===== src/pump_fault_pkg.sv =====
// Purpose: Shared constants and types for the pump fault supervisor
// Assumes: 100 MHz core clock, temperatures in whole degrees Celsius
// Notes: Long delays are shortened in simulation through a tick period
package pump_fault_pkg;

    localparam int unsigned CLK_HZ = 100_000_000;
    // One supervision tick per second; all timers count ticks
    localparam int unsigned TICK_SEC = 1;
    localparam int unsigned TICK_CYCLES = CLK_HZ * TICK_SEC;

    localparam logic [7:0] DRY_RUN_DELAY_DEFAULT_SEC = 8'h0a;
    localparam logic [7:0] SHORT_LOCKOUT_SEC = 8'h0a;

    localparam logic [16:0] RETRY_STAGE1_SEC = 17'h0_0258;
    localparam logic [16:0] RETRY_STAGE2_SEC = 17'h0_0e10;
    localparam logic [16:0] RETRY_STAGE3_SEC = 17'h1_5180;
    localparam logic [5:0] RETRY_STAGE1_COUNT = 6'h06;
    localparam logic [5:0] RETRY_STAGE2_COUNT = 6'h18;
    localparam logic [5:0] RETRY_STAGE3_COUNT = 6'h1e;

    localparam logic [7:0] STAGE_HOT_TRIP_C = 8'h64;
    localparam logic [7:0] STAGE_HOT_CLEAR_C = 8'h55;
    localparam logic [7:0] BOARD_HOT_TRIP_C = 8'h78;
    localparam logic [7:0] BOARD_HOT_CLEAR_C = 8'h64;
    localparam logic signed [7:0] FREEZE_NEAR_C = 8'sh03;

    // Halt codes; the numeric order is also display priority, lowest code wins
    typedef enum logic [3:0] {
        code_none,
        code_earth_short,
        code_ground_fault,
        code_phase_short,
        code_output_stage_overcurrent,
        code_motor_overcurrent,
        code_internal_overvoltage,
        code_undervoltage,
        code_power_stage_overheat,
        code_board_overheat,
        code_sensor_fault,
        code_water_failure
    } halt_code_t;

    localparam int unsigned NUM_RETRY = 3;
    localparam int unsigned RETRY_WATER = 0;
    localparam int unsigned RETRY_MOTOR_OC = 1;
    localparam int unsigned RETRY_STAGE_OC = 2;

    typedef struct packed {
        logic flow_low;
        logic pressure_below_setpoint;
        logic sensor_bad;
        logic line_undervoltage;
        logic internal_overvoltage;
        logic motor_overcurrent;
        logic output_stage_overcurrent;
        logic phase_short;
        logic earth_short;
        logic ground_fault;
        logic irregular_shutdown;
        logic cooling_trouble;
    } sense_t;

    typedef struct packed {
        logic water_failure_halt;
        logic sensor_fault_halt;
        logic undervoltage_halt;
        logic internal_overvoltage_halt;
        logic power_stage_overheat_halt;
        logic board_overheat_halt;
        logic motor_overcurrent_halt;
        logic output_stage_overcurrent_halt;
        logic phase_short_halt;
        logic earth_short_halt;
        logic ground_fault_halt;
    } halt_t;

endpackage


===== src/pump_protection_fault_manager.sv =====
// Purpose: Latch pump halt conditions, show the top one, stop the pump, clear faults
// Assumes: Sensor levels and keys arrive asynchronously; readings are settled values
// Notes: Timers advance once per tick; TICK_CYCLES may be shortened for simulation
`timescale 1ns/1ps

module pump_protection_fault_manager #(
    parameter int unsigned TICK_CYCLES = pump_fault_pkg::TICK_CYCLES
) (
    input wire logic core_clk,
    input wire logic srst,
    input wire pump_fault_pkg::sense_t sense_in,
    input wire logic [7:0] power_stage_heat_reading,
    input wire logic [7:0] board_heat_reading,
    input wire logic signed [7:0] water_temp_reading,
    input wire logic [7:0] dry_run_delay,
    input wire logic key_plus,
    input wire logic key_minus,
    input wire logic demand_run,
    output pump_fault_pkg::halt_t halts,
    output pump_fault_pkg::halt_code_t display_code,
    output logic pump_run,
    output logic antifreeze_active,
    output logic abnormal_shutdown_entry,
    output logic cooling_trouble_entry
);

    // ------------------------------------------------------------
    // Input synchronisers
    // ------------------------------------------------------------
    localparam int unsigned SW = $bits(pump_fault_pkg::sense_t) + 3;
    logic [SW-1:0] sync1;
    logic [SW-1:0] sync2;
    pump_fault_pkg::sense_t s;
    logic plus_s;
    logic minus_s;
    logic run_s;

    always_ff @(posedge core_clk) begin
        if (srst) begin
            sync1 <= '0;
            sync2 <= '0;
        end else begin
            sync1 <= {sense_in, key_plus, key_minus, demand_run};
            sync2 <= sync1;
        end
    end
    assign {s, plus_s, minus_s, run_s} = sync2;

    // ------------------------------------------------------------
    // Tick, keys, dry-run and lockout timers
    // ------------------------------------------------------------
    logic [31:0] tick_cnt, next_tick_cnt;
    logic tick, next_tick;
    logic both_held, next_both_held;
    logic key_release;
    logic [7:0] dry_cnt, next_dry_cnt;
    logic [7:0] short_age, next_short_age;
    logic dry_trip;
    logic [7:0] eff_delay;

    // A zero setting falls back to the factory delay rather than tripping instantly
    assign eff_delay = (dry_run_delay == 8'h00) ?
        pump_fault_pkg::DRY_RUN_DELAY_DEFAULT_SEC : dry_run_delay;
    assign key_release = both_held && !plus_s && !minus_s;
    assign dry_trip = (dry_cnt >= eff_delay);

    always_comb begin
        next_tick = (tick_cnt == 32'(TICK_CYCLES - 1));
        next_tick_cnt = next_tick ? 32'h0000_0000 : tick_cnt + 32'h0000_0001;
        if (plus_s && minus_s) begin
            next_both_held = 1'b1;
        end else if (!plus_s && !minus_s) begin
            next_both_held = 1'b0;
        end else begin
            next_both_held = both_held;
        end
        next_dry_cnt = dry_cnt;
        if (!(s.flow_low && s.pressure_below_setpoint && pump_run)) begin
            next_dry_cnt = 8'h00;
        end else if (tick && dry_cnt != 8'hff) begin
            next_dry_cnt = dry_cnt + 8'h01;
        end
        next_short_age = short_age;
        if (s.phase_short) begin
            next_short_age = 8'h00;
        end else if (tick && short_age < pump_fault_pkg::SHORT_LOCKOUT_SEC) begin
            next_short_age = short_age + 8'h01;
        end
    end

    always_ff @(posedge core_clk) begin
        if (srst) begin
            tick_cnt <= '0;
            tick <= 1'b0;
            both_held <= 1'b0;
            dry_cnt <= 8'h00;
            short_age <= 8'h00;
        end else begin
            tick_cnt <= next_tick_cnt;
            tick <= next_tick;
            both_held <= next_both_held;
            dry_cnt <= next_dry_cnt;
            short_age <= next_short_age;
        end
    end

    // ------------------------------------------------------------
    // Retry schedules for water failure and both overcurrents
    // ------------------------------------------------------------
    localparam int unsigned NR = pump_fault_pkg::NUM_RETRY;
    logic [NR-1:0] retry_fire;
    logic [NR-1:0] retry_halt;
    logic [NR-1:0] retry_cause;

    assign retry_halt = {halts.output_stage_overcurrent_halt,
                         halts.motor_overcurrent_halt, halts.water_failure_halt};
    // Water cause is unknowable while stopped, so the retry itself is the test
    assign retry_cause = {s.output_stage_overcurrent, s.motor_overcurrent, 1'b0};

    genvar g;
    generate
        for (g = 0; g < NR; g++) begin : g_retry
            logic [1:0] stage, next_stage;
            logic [5:0] tries, next_tries;
            logic [16:0] secs, next_secs;
            logic [16:0] period;
            logic [5:0] limit;
            logic fire, next_fire;
            logic pending, next_pending;
            logic [8:0] quiet, next_quiet;

            always_comb begin
                case (stage)
                    2'd0: begin
                        period = pump_fault_pkg::RETRY_STAGE1_SEC;
                        limit = pump_fault_pkg::RETRY_STAGE1_COUNT;
                    end
                    2'd1: begin
                        period = pump_fault_pkg::RETRY_STAGE2_SEC;
                        limit = pump_fault_pkg::RETRY_STAGE2_COUNT;
                    end
                    default: begin
                        period = pump_fault_pkg::RETRY_STAGE3_SEC;
                        limit = pump_fault_pkg::RETRY_STAGE3_COUNT;
                    end
                endcase
                next_stage = stage;
                next_tries = tries;
                next_secs = secs;
                next_fire = 1'b0;
                // A halt that comes back during the trial ends it as a failed attempt
                next_pending = pending && !(retry_halt[g] && !fire);
                next_quiet = quiet;
                if (!retry_halt[g] && !pending) begin
                    next_stage = 2'd0;
                    next_tries = 6'h00;
                    next_secs = 17'h0_0000;
                    next_quiet = 9'h000;
                end else if (!retry_halt[g]) begin
                    // One quiet dry-run window after a retry counts as success
                    if (quiet > {1'b0, eff_delay}) begin
                        next_pending = 1'b0;
                    end else if (tick) begin
                        next_quiet = quiet + 9'h001;
                    end
                end else if (stage != 2'd3 && tick) begin
                    if (secs + 17'h0_0001 >= period) begin
                        next_secs = 17'h0_0000;
                        next_fire = !retry_cause[g];
                        next_pending = !retry_cause[g];
                        next_quiet = 9'h000;
                        if (tries + 6'h01 >= limit) begin
                            next_tries = 6'h00;
                            next_stage = stage + 2'd1;
                        end else begin
                            next_tries = tries + 6'h01;
                        end
                    end else begin
                        next_secs = secs + 17'h0_0001;
                    end
                end
            end

            always_ff @(posedge core_clk) begin
                if (srst) begin
                    stage <= 2'd0;
                    tries <= 6'h00;
                    secs <= 17'h0_0000;
                    fire <= 1'b0;
                    pending <= 1'b0;
                    quiet <= 9'h000;
                end else begin
                    stage <= next_stage;
                    tries <= next_tries;
                    secs <= next_secs;
                    fire <= next_fire;
                    pending <= next_pending;
                    quiet <= next_quiet;
                end
            end
            assign retry_fire[g] = fire;
        end
    endgenerate

    // ------------------------------------------------------------
    // Halt latches
    // ------------------------------------------------------------
    pump_fault_pkg::halt_t next_halts;
    logic short_clear_ok;
    assign short_clear_ok = short_age >= pump_fault_pkg::SHORT_LOCKOUT_SEC;

    always_comb begin
        next_halts = halts;
        // Water failure: manual or scheduled retry clears; a new trip wins
        if (key_release || retry_fire[pump_fault_pkg::RETRY_WATER]) begin
            next_halts.water_failure_halt = 1'b0;
        end
        if (dry_trip) begin
            next_halts.water_failure_halt = 1'b1;
        end
        next_halts.sensor_fault_halt = s.sensor_bad;
        next_halts.undervoltage_halt = s.line_undervoltage;
        next_halts.internal_overvoltage_halt = s.internal_overvoltage;
        if (power_stage_heat_reading > pump_fault_pkg::STAGE_HOT_TRIP_C) begin
            next_halts.power_stage_overheat_halt = 1'b1;
        end else if (power_stage_heat_reading < pump_fault_pkg::STAGE_HOT_CLEAR_C) begin
            next_halts.power_stage_overheat_halt = 1'b0;
        end
        if (board_heat_reading > pump_fault_pkg::BOARD_HOT_TRIP_C) begin
            next_halts.board_overheat_halt = 1'b1;
        end else if (board_heat_reading < pump_fault_pkg::BOARD_HOT_CLEAR_C) begin
            next_halts.board_overheat_halt = 1'b0;
        end
        if (key_release || retry_fire[pump_fault_pkg::RETRY_MOTOR_OC]) begin
            next_halts.motor_overcurrent_halt = 1'b0;
        end
        if (s.motor_overcurrent) begin
            next_halts.motor_overcurrent_halt = 1'b1;
        end
        if (key_release || retry_fire[pump_fault_pkg::RETRY_STAGE_OC]) begin
            next_halts.output_stage_overcurrent_halt = 1'b0;
        end
        if (s.output_stage_overcurrent) begin
            next_halts.output_stage_overcurrent_halt = 1'b1;
        end
        if (key_release && short_clear_ok) begin
            next_halts.phase_short_halt = 1'b0;
        end
        if (s.phase_short) begin
            next_halts.phase_short_halt = 1'b1;
        end
        // Earth faults have no clear path short of a system reset
        next_halts.earth_short_halt = halts.earth_short_halt | s.earth_short;
        next_halts.ground_fault_halt = halts.ground_fault_halt | s.ground_fault;
    end

    // ------------------------------------------------------------
    // Display priority, pump command and log entries
    // ------------------------------------------------------------
    pump_fault_pkg::halt_code_t next_display_code;
    logic next_pump_run, next_antifreeze;

    always_comb begin
        next_display_code = pump_fault_pkg::code_none;
        if (next_halts.earth_short_halt) begin
            next_display_code = pump_fault_pkg::code_earth_short;
        end else if (next_halts.ground_fault_halt) begin
            next_display_code = pump_fault_pkg::code_ground_fault;
        end else if (next_halts.phase_short_halt) begin
            next_display_code = pump_fault_pkg::code_phase_short;
        end else if (next_halts.output_stage_overcurrent_halt) begin
            next_display_code = pump_fault_pkg::code_output_stage_overcurrent;
        end else if (next_halts.motor_overcurrent_halt) begin
            next_display_code = pump_fault_pkg::code_motor_overcurrent;
        end else if (next_halts.internal_overvoltage_halt) begin
            next_display_code = pump_fault_pkg::code_internal_overvoltage;
        end else if (next_halts.undervoltage_halt) begin
            next_display_code = pump_fault_pkg::code_undervoltage;
        end else if (next_halts.power_stage_overheat_halt) begin
            next_display_code = pump_fault_pkg::code_power_stage_overheat;
        end else if (next_halts.board_overheat_halt) begin
            next_display_code = pump_fault_pkg::code_board_overheat;
        end else if (next_halts.sensor_fault_halt) begin
            next_display_code = pump_fault_pkg::code_sensor_fault;
        end else if (next_halts.water_failure_halt) begin
            next_display_code = pump_fault_pkg::code_water_failure;
        end
        next_antifreeze = (water_temp_reading <= pump_fault_pkg::FREEZE_NEAR_C);
        next_pump_run = (next_halts == '0) && (run_s || next_antifreeze);
    end

    always_ff @(posedge core_clk) begin
        if (srst) begin
            halts <= '0;
            display_code <= pump_fault_pkg::code_none;
            pump_run <= 1'b0;
            antifreeze_active <= 1'b0;
            abnormal_shutdown_entry <= 1'b0;
            cooling_trouble_entry <= 1'b0;
        end else begin
            halts <= next_halts;
            display_code <= next_display_code;
            pump_run <= next_pump_run;
            antifreeze_active <= next_antifreeze;
            abnormal_shutdown_entry <= s.irregular_shutdown;
            cooling_trouble_entry <= s.cooling_trouble;
        end
    end

endmodule


===== config.mk =====
export PLATFORM = sky130hd
export DESIGN_NAME = pump_protection_fault_manager
export DESIGN_NICKNAME = d
export VERILOG_FILES = /design/src/pump_fault_pkg.sv /design/src/pump_protection_fault_manager.sv
export SDC_FILE = /design/constraint.sdc
export NUM_CORES = 1
export LEC_CHECK = 0
export BUFFER_PORTS_ARGS = -buffer_cell sky130_fd_sc_hd__buf_2
export CAP_MARGIN = 40
export CORE_UTILIZATION = 40
export DETAILED_ROUTE_END_ITERATION = 10
export PLACE_DENSITY_LB_ADDON = 0.12
export SLEW_MARGIN = 40
export SYNTH_ARGS = -nofsm -noshare
export SYNTH_HDL_FRONTEND = slang
export SYNTH_SLANG_ARGS = --single-unit
export TNS_END_PERCENT = 10

===== constraint.sdc =====
create_clock -name core_clk -period 4 [get_ports core_clk]
set_input_delay 1 -clock core_clk [delete_from_list [all_inputs] [get_ports core_clk]]
set_output_delay 1 -clock core_clk [all_outputs]
set_load 0.01 [all_outputs]

==> results.yml, run 1 <==
power:
  p_per_area_nw_per_um2: 359
  switching_power_mw: 1.05
  power.total_mw: 4.79
  p_int_mw: 3.74
  clkPwrFrac_pct: 52.6
  p_leak_nw: 5.38
  comb_power_share_pct: 3.5
  seqPwrFrac_pct: 44.0
  vdd_drop_max_v: 0.000249
  power_switching_share_pct: 21.9
layout:
  regArea_um2: 4140
  finalInstanceArea_um2: 13300
  fillCellCount: 2759
  synthToLayoutAreaGrowth_pct: 17.1
  multi_input_area_um2: 6850
  post-route-util_pct: 47.9
  nets: 1606
  diodes: 0
  drive_gt1_share_pct: 12.9
floorplan:
  io-pin-count: 68
  dieArea_um2: 29100
  die_y_um: 171
  die-width_um: 171
  core_um2: 27900
  fp-row-count: 61
  initial_utilization_pct: 40.9
place:
  dpl_cell_area_um2: 12400
  portBuffers: 65
  hpwl_mm: 18.8
  place_congestion: 0.824
worst_hold_path:
  worstHoldStart: "sync2[4]"
  holdPathEnd: "abnormal_shutdown_entry"
  hold_depth: 1
  hp-class: "reg -> reg"
grt:
  antenna_found_initial: 0
  met2_usage_pct: 29.6
  busiest_layer: "met2"
  grt_max_degree: 33
  grt_pass1_vias: 9179
  grt-ovfl-total: 0
  grt_pass1_wl_mm: 44.3
  grt.total_usage_pct: 18.4
  use_met3_pct: 2.75
  grt_use_met1_pct: 25.4
status:
  outcome: "complete, no violations"
timing:
  relSlewSlack_pct: 42.8
  fmax_ghz: 0.270
  period_minus_slack_ps: 3700
  drv_slew: 0
  tightest_slew_ps: 852
  hold_viol: 0
  setup_viol: 0
  rsz0062_at_grt: "false"
  clock_skew_ps: 9.94
  fin_crit_sh_pct: 92.6
critical_path:
  arrival_ps: 4130
  cp_max_fo: 9
  cp-start-kind: "flip-flop"
  crit_type: "reg -> reg"
  r2r_setup_slack_ps: 300
  critPathCaptureType: "flip-flop"
  r2r_cells: 14
  r2r_end: "g_retry[0].tries[0]"
  required_ps: 4430
  r2r-start: "g_retry[0].secs[5]"
logic_synthesis:
  synth_edf_count: 0
  synthCells: 1358
  async_flop_share_pct: 0
  ys_ff_latch: 207
  ys_seq_area_share_pct: 36.4
  syn_nets: 1510
  synth_area_um2: 11400
  postSynthAreaPerCell_um2: 8.38
  synth_ff_type: "dfxtp_1"
  synth.distinct_cells: 66
  synth_warnings: 0
detailed_routing:
  route.detailed.drc: 0
  vias: 9682
  routed_wl_mm: 26.0
  viasPerCell: 5.23
  dr.pass1.iters: 5
  drt_iter0_drc: 483
  wl_per_cell_um: 14.0
  drtAntennaViolNets: 0
cts:
  ctsHtreeMaxLevel: 1
  clk_path_buf_depth: 3
  cts-root-buf: "clkbuf_16"
  clk_pin_slew_ps: 60
  cts_buffers: 25
  clock_latency_ps: 540
  cts_tree: "built"
  post_cts_buffers: 0
  clock-sinks: 207
job:
  max_cap_viol_count: 0
==> Yosys cell counts (all sizes together) (5+ instances only) <==
cell type / n / area, µm²
nor3: 38 / 190
nor4: 16 / 121
a21oi: 82 / 410
inv: 51 / 191
a31oi: 8 / 50.1
xnor2: 54 / 473
o2111ai: 6 / 52.6
nand4: 41 / 257
or2: 10 / 62.6
and2: 16 / 100
o21ai: 50 / 250
or4: 7 / 52.6
or3: 14 / 92.6
nand2b: 6 / 37.5
clkbuf: 42 / 158
nand2: 112 / 420
a2111oi: 5 / 43.8
nand3: 93 / 470
o211ai: 5 / 37.5
o21a: 11 / 82.6
o31ai: 5 / 37.5
xor2: 54 / 473
nand3b: 14 / 105
buf: 11 / 51.3
mux2i: 8 / 80.1
a21o: 10 / 75.1
and4: 6 / 52.6
dfxtp: 207 / 4140
nand4b: 10 / 87.6
nor2b: 44 / 275
nor2: 141 / 529
ha: 103 / 1290
and3: 28 / 175
==> worst max path at each step <==
stage	from	endpoint	slack (ps)	cells past startpoint
6_report	g_retry[0].secs[5]	g_retry[0].tries[0]	300	14
5_1_grt	g_retry[1].secs[1]	g_retry[1].secs[13]	30	14
4_1_cts	g_retry[0].secs[2]	g_retry[0].quiet[8]	250	15
3_5_place_dp	dry_run_delay[2]	g_retry[1].quiet[3]	-80	15
3_3_place_gp	dry_run_delay[2]	g_retry[1].quiet[3]	-100	15
2_1_floorplan	dry_run_delay[2]	g_retry[1].quiet[3]	100	12
==> critical path, stage by stage (launching register included) <==
cell and delay, ps:
dfxtp_1 480, nand4_1 210, or3_1 440, nor2_1 170
xor2_1 210, ha_1 270, nand4_1 130, nor4_1 70
a41oi_1 210, o21ai_0 160, or4b_1 610, nand2_1 150
nor3b_1 60, buf_4 160, mux2_2 250
==> metal layers <==
layer	vias to the layer above	share of wire, %
met5	-	0
met4	0	2.1
met3	46	3.6
met2	129	44
met1	4490	51
li1	5017	-
==> flip-flops by register name, summed over array words and instances, names as in the netlist <==
name and cells:
g_retry.secs 51, tick_cnt 32, g_retry.quiet 27, g_retry.tries 18
sync1 15, sync2 15, halts 11, dry_cnt 8
short_age 8, g_retry.stage 6, display_code 4, g_retry.fire 3
g_retry.pending 3, abnormal_shutdown_entry 1, antifreeze_active 1, both_held 1
cooling_trouble_entry 1, pump_run 1, tick 1
==> power groups by stage <==
stage	Combinational [mW]	Sequential (mW)	Clock, mW
floorplan	0.0916	2.15	0
global placement	0.166	2.15	0
detailed placement	0.168	2.15	0
CTS	0.169	2.11	2.59
global route	0.188	2.11	2.67
finish	0.165	2.11	2.51
==> through the flow <==
step / setup slack [ps] / cells / setup TNS [ps] / hold WS [ps]
6_report: 298 / 1850 / 0 / 431
5_1_grt: 32.3 / 1850 / 0 / 454
4_1_cts: 252 / 1849 / 0 / 436
3_5_place_dp: -81.1 / 1804 / -466 / 422
3_3_place_gp: -98.9 / 1804 / -475 / 418
2_1_floorplan: 99.7 / 1358 / 0 / 407
==> layout by cell type (no fill, tap or decap), types with 7 or more instances in the layout <==
| cell type | netlist | layout |
|---|---|---|
| or2_2 | 9 | 9 |
| xor2_1 | 54 | 54 |
| nand3b_1 | 14 | 14 |
| o21a_1 | 11 | 11 |
| a21oi_1 | 82 | 81 |
| dfxtp_1 | 207 | 207 |
| mux2i_1 | 8 | 8 |
| a21o_1 | 10 | 10 |
| nor2b_1 | 44 | 44 |
| xnor2_1 | 54 | 54 |
| ha_1 | 103 | 103 |
| nand3_1 | 92 | 92 |
| nor3_1 | 38 | 37 |
| clkbuf_16 | 0 | 25 |
| o21ai_0 | 47 | 47 |
| nor2_1 | 141 | 141 |
| a31oi_1 | 8 | 8 |
| nand4_1 | 41 | 41 |
| nand4b_1 | 10 | 10 |
| or3_1 | 13 | 12 |
| or4_1 | 7 | 7 |
| inv_1 | 51 | 51 |
| buf_4 | 1 | 57 |
| nand2_1 | 112 | 112 |
| and3_1 | 28 | 28 |
| and2_1 | 15 | 15 |
| nor4_1 | 14 | 14 |
| buf_2 | 5 | 65 |
==> cells by family (layout without fill, tap and decap cells) <==
kind of cell               Yosys count  after routing  share of synthesized area [%]
muxes                               10             10                          0.901
xor gates and xnor gates           108            108                           8.31
AOI/OAI and AO/OA                  220            220                           12.2
DFF                                207            207                           36.4
and+or+nand+nor                    606            606                           27.4
buffers and inverters              104            218                           3.52
adders and majority gates          103            103                           11.3
==> timing repair <==
action	CTS	global route
resized for setup	0	3
hold buffers	0	0
setup endpoints to repair	0	6
hold endpoints to repair	0	0
==> cell type report <==
| class | count | share of cell area (%) |
|---|---|---|
| inverter | 51 | 1.44 |
| sequential | 207 | 31.1 |
| tap | 378 | 3.55 |
| clock buffer | 28 | 4.93 |
| multi-input combinational | 1047 | 51.4 |
| timing repair buffer | 122 | 5.65 |
| clock inverter | 17 | 1.98 |
No activity file was read; power rests on OpenSTA's default activity.
==> inputs of run 2 (changes only) <==
ABC_AREA = 1   (was not set)
==> results.yml, run 2 <==
timing:
  period_minus_slack_ps: 3530
  tns_ps: 0
  hold_viol: 0
  clock_skew_ps: 18.8
  drv_slew: 0
  fin_crit_sh_pct: 88.2
  setup_viol: 0
  fmax_ghz: 0.283
  tightest_slew_ps: 759
  relSlewSlack_pct: 49.0
  setup_slack_ps: 473
  rsz0062_at_grt: "false"
detailed_routing:
  drtAntennaViolNets: 0
  dr.pass1.iters: 5
  vias: 10213
  route.detailed.drc: 0
  wl_per_cell_um: 12.0
  routed_wl_mm: 25.7
  viasPerCell: 4.75
  drt_iter0_drc: 405
grt:
  use_met3_pct: 2.69
  grt_pass1_vias: 9727
  grt-ovfl-total: 0
  grt.total_usage_pct: 17.3
  met2_usage_pct: 28.8
  grt_max_degree: 47
  grt_pass1_wl_mm: 44.9
  busiest_layer: "met2"
  antenna_found_initial: 0
  grt_use_met1_pct: 23.6
floorplan:
  dieArea_um2: 30300
  fp-row-count: 62
  die-width_um: 174
  io-pin-count: 68
  initial_utilization_pct: 40.9
  die_y_um: 174
  core_um2: 28900
power:
  p_per_area_nw_per_um2: 326
  vdd_drop_max_v: 0.000272
  power.total_mw: 4.34
  p_leak_nw: 5.75
layout:
  reg_top3: "g_retry.secs (51), tick_cnt (32), g_retry.quiet (27)"
  nets: 1901
  top_register: "g_retry.secs"
  finalInstanceArea_um2: 13300
  multi_input_area_um2: 6640
  synthToLayoutAreaGrowth_pct: 12.7
  drive_gt1_share_pct: 9.40
  largest_reg_flops: 51
  regArea_um2: 4150
  layout_common_cells: "nand2_1 (364), inv_1 (238), nor2_1 (217)"
  diodes: 0
  post_layout_nonfiller_instances: 2150
  fillCellCount: 3014
  final_common_cell: "nand2_1"
critical_path:
  cp_max_fo: 8
  required_ps: 4390
  crit_chain: "ha_1 > nand2_1 > inv_1 > nand2_1 > nor2_1 > inv_1 > nor2_1 > inv_1 > nor2_1 > nand4_1 > xnor2_1 > ha_1 > nand3_1 > nor3_1 > nand2_1 > nor2_1 > nand2_1 > nor2_1 > nor2_4 > nand3_1 > o21bai_2 > nand2_1 > nand2_1 > a21oi_1"
  arrival_ps: 3910
  timing.critical_path.slowest_stage_cell: "dfxtp_1"
  cp_common_cell: "nand2_1"
  cp-start-kind: "flip-flop"
  crit_path_max_incr_delay_ps: 390
  crit_type: "reg -> reg"
  critPathCaptureType: "flip-flop"
cts:
  cts-root-buf: "clkbuf_16"
  clk_path_buf_depth: 3
  ctsHtreeMaxLevel: 1
  cts_tree: "built"
  clk_pin_slew_ps: 60
  clock-sinks: 207
  cts_buffers: 24
  cts_hold_buf: 0
  clock_latency_ps: 530
place:
  pre_cts_ws_ps: 409
  portBuffers: 65
  hpwl_mm: 19.1
  dp_cells: 2107
  dpl_cell_area_um2: 12600
  place_congestion: 0.856
logic_synthesis:
  synth_area_leaders: "dfxtp_1 (35%), nand2_1 (12%), ha_1 (11%), inv_1 (7.5%), nor2_1 (6.9%)"
  synth_edf_count: 0
  synth_area_um2: 11800
  synthCells: 1675
  syn_nets: 1827
  synthTopCellsByCount: "nand2_1 (365), inv_1 (238), nor2_1 (217), dfxtp_1 (207), a21oi_1 (134)"
  async_flop_share_pct: 0
  synth.distinct_cells: 50
  post-synth-top-area-cell: "dfxtp_1"
  postSynthAreaPerCell_um2: 7.07
  synth_ff_type: "dfxtp_1"
  synth_top_area_share_pct: 35.0
  yosysMostFrequentCell: "nand2_1"
  synth_warnings: 0
  ys_ff_latch: 207
  ys_seq_area_share_pct: 35.0
worst_hold_path:
  hp-class: "reg -> reg"
job:
  max_cap_viol_count: 0
status:
  outcome: "complete, no violations"
run 2: changes by cell type in the layout (fill, tap and decap cells not counted), moves of 10 or more:
cell,before,now
nand2_1,112,364
inv_1,51,238
nor2_1,141,217
a21oi_1,81,134
buf_4,57,11
nor2b_1,44,0
xnor2_1,54,16
and3_1,28,4
and2_1,15,0
o21ai_0,47,32
xor2_1,54,40
o21bai_1,0,12
or3_1,12,0
nand4b_1,10,0
run 2: final cells by class:
type / instances / area share [%]
multi-input cells: 1195 / 49.8
clock buffers: 33 / 5.06
clock inverters: 10 / 0.535
repair buffers: 76 / 3.06
flip-flops and latches: 207 / 31.1
inverters: 245 / 6.89
well taps: 384 / 3.60
run 2: metrics by stage:
stage | utilization, % | hold slack (ps)
2_1_floorplan | - | 388
3_3_place_gp | 43.5 | 392
3_5_place_dp | 43.5 | 392
4_1_cts | 46.1 | 401
5_1_grt | 46.1 | 413
6_report | 46.1 | 400
run 2: final timing paths:
| path | startpoint | end | slack [ps] | cells after the start |
|---|---|---|---|---|
| max | g_retry[1].secs[1] | g_retry[1].quiet[4] | 470 | 24 |
| min | sync1[7] | sync2[7] | 400 | 2 |
| max reg2reg | g_retry[1].secs[1] | g_retry[1].quiet[4] | 470 | 24 |
| min reg2reg | sync1[7] | sync2[7] | 400 | 2 |
run 2: report_power, final:
group | internal, mW | switching, mW
Clock | 1.18 | 0.886
Sequential | 2.09 | 0.0143
Combinational | 0.0613 | 0.108
Total | 3.33 | 1.01
run 2: repair_timing:
item,4_1_cts,5_1_grt
endpoints found under the setup margin,0,25
resized for setup,0,2
buffers inserted,0,0
run 2: routing by layer:
layer,routed length [µm],vias to the layer above
met3,802,31
met5,0,-
met4,425,0
li1,-,5565
met1,13100,4521
met2,11400,96
run 2: worst max-delay path, delay by kind of cell (launching register included):
kind | cells | cell delay (ps)
AOI/OAI and AO/OA | 2 | 330
adders and majority gates | 2 | 530
and+or+nand+nor | 16 | 1630
xor gates and xnor gates | 1 | 270
buffers and inverters | 3 | 250
DFF | 1 | 390
run 2: kinds of logic after synthesis:
logic type,after synthesis,share of synthesized area [%]
fa+ha+maj,103,10.9
xor+xnor,56,4.14
flops,207,35.0
simple gates,820,30.7
buf+inv,273,9.06
compound gates,216,10.2
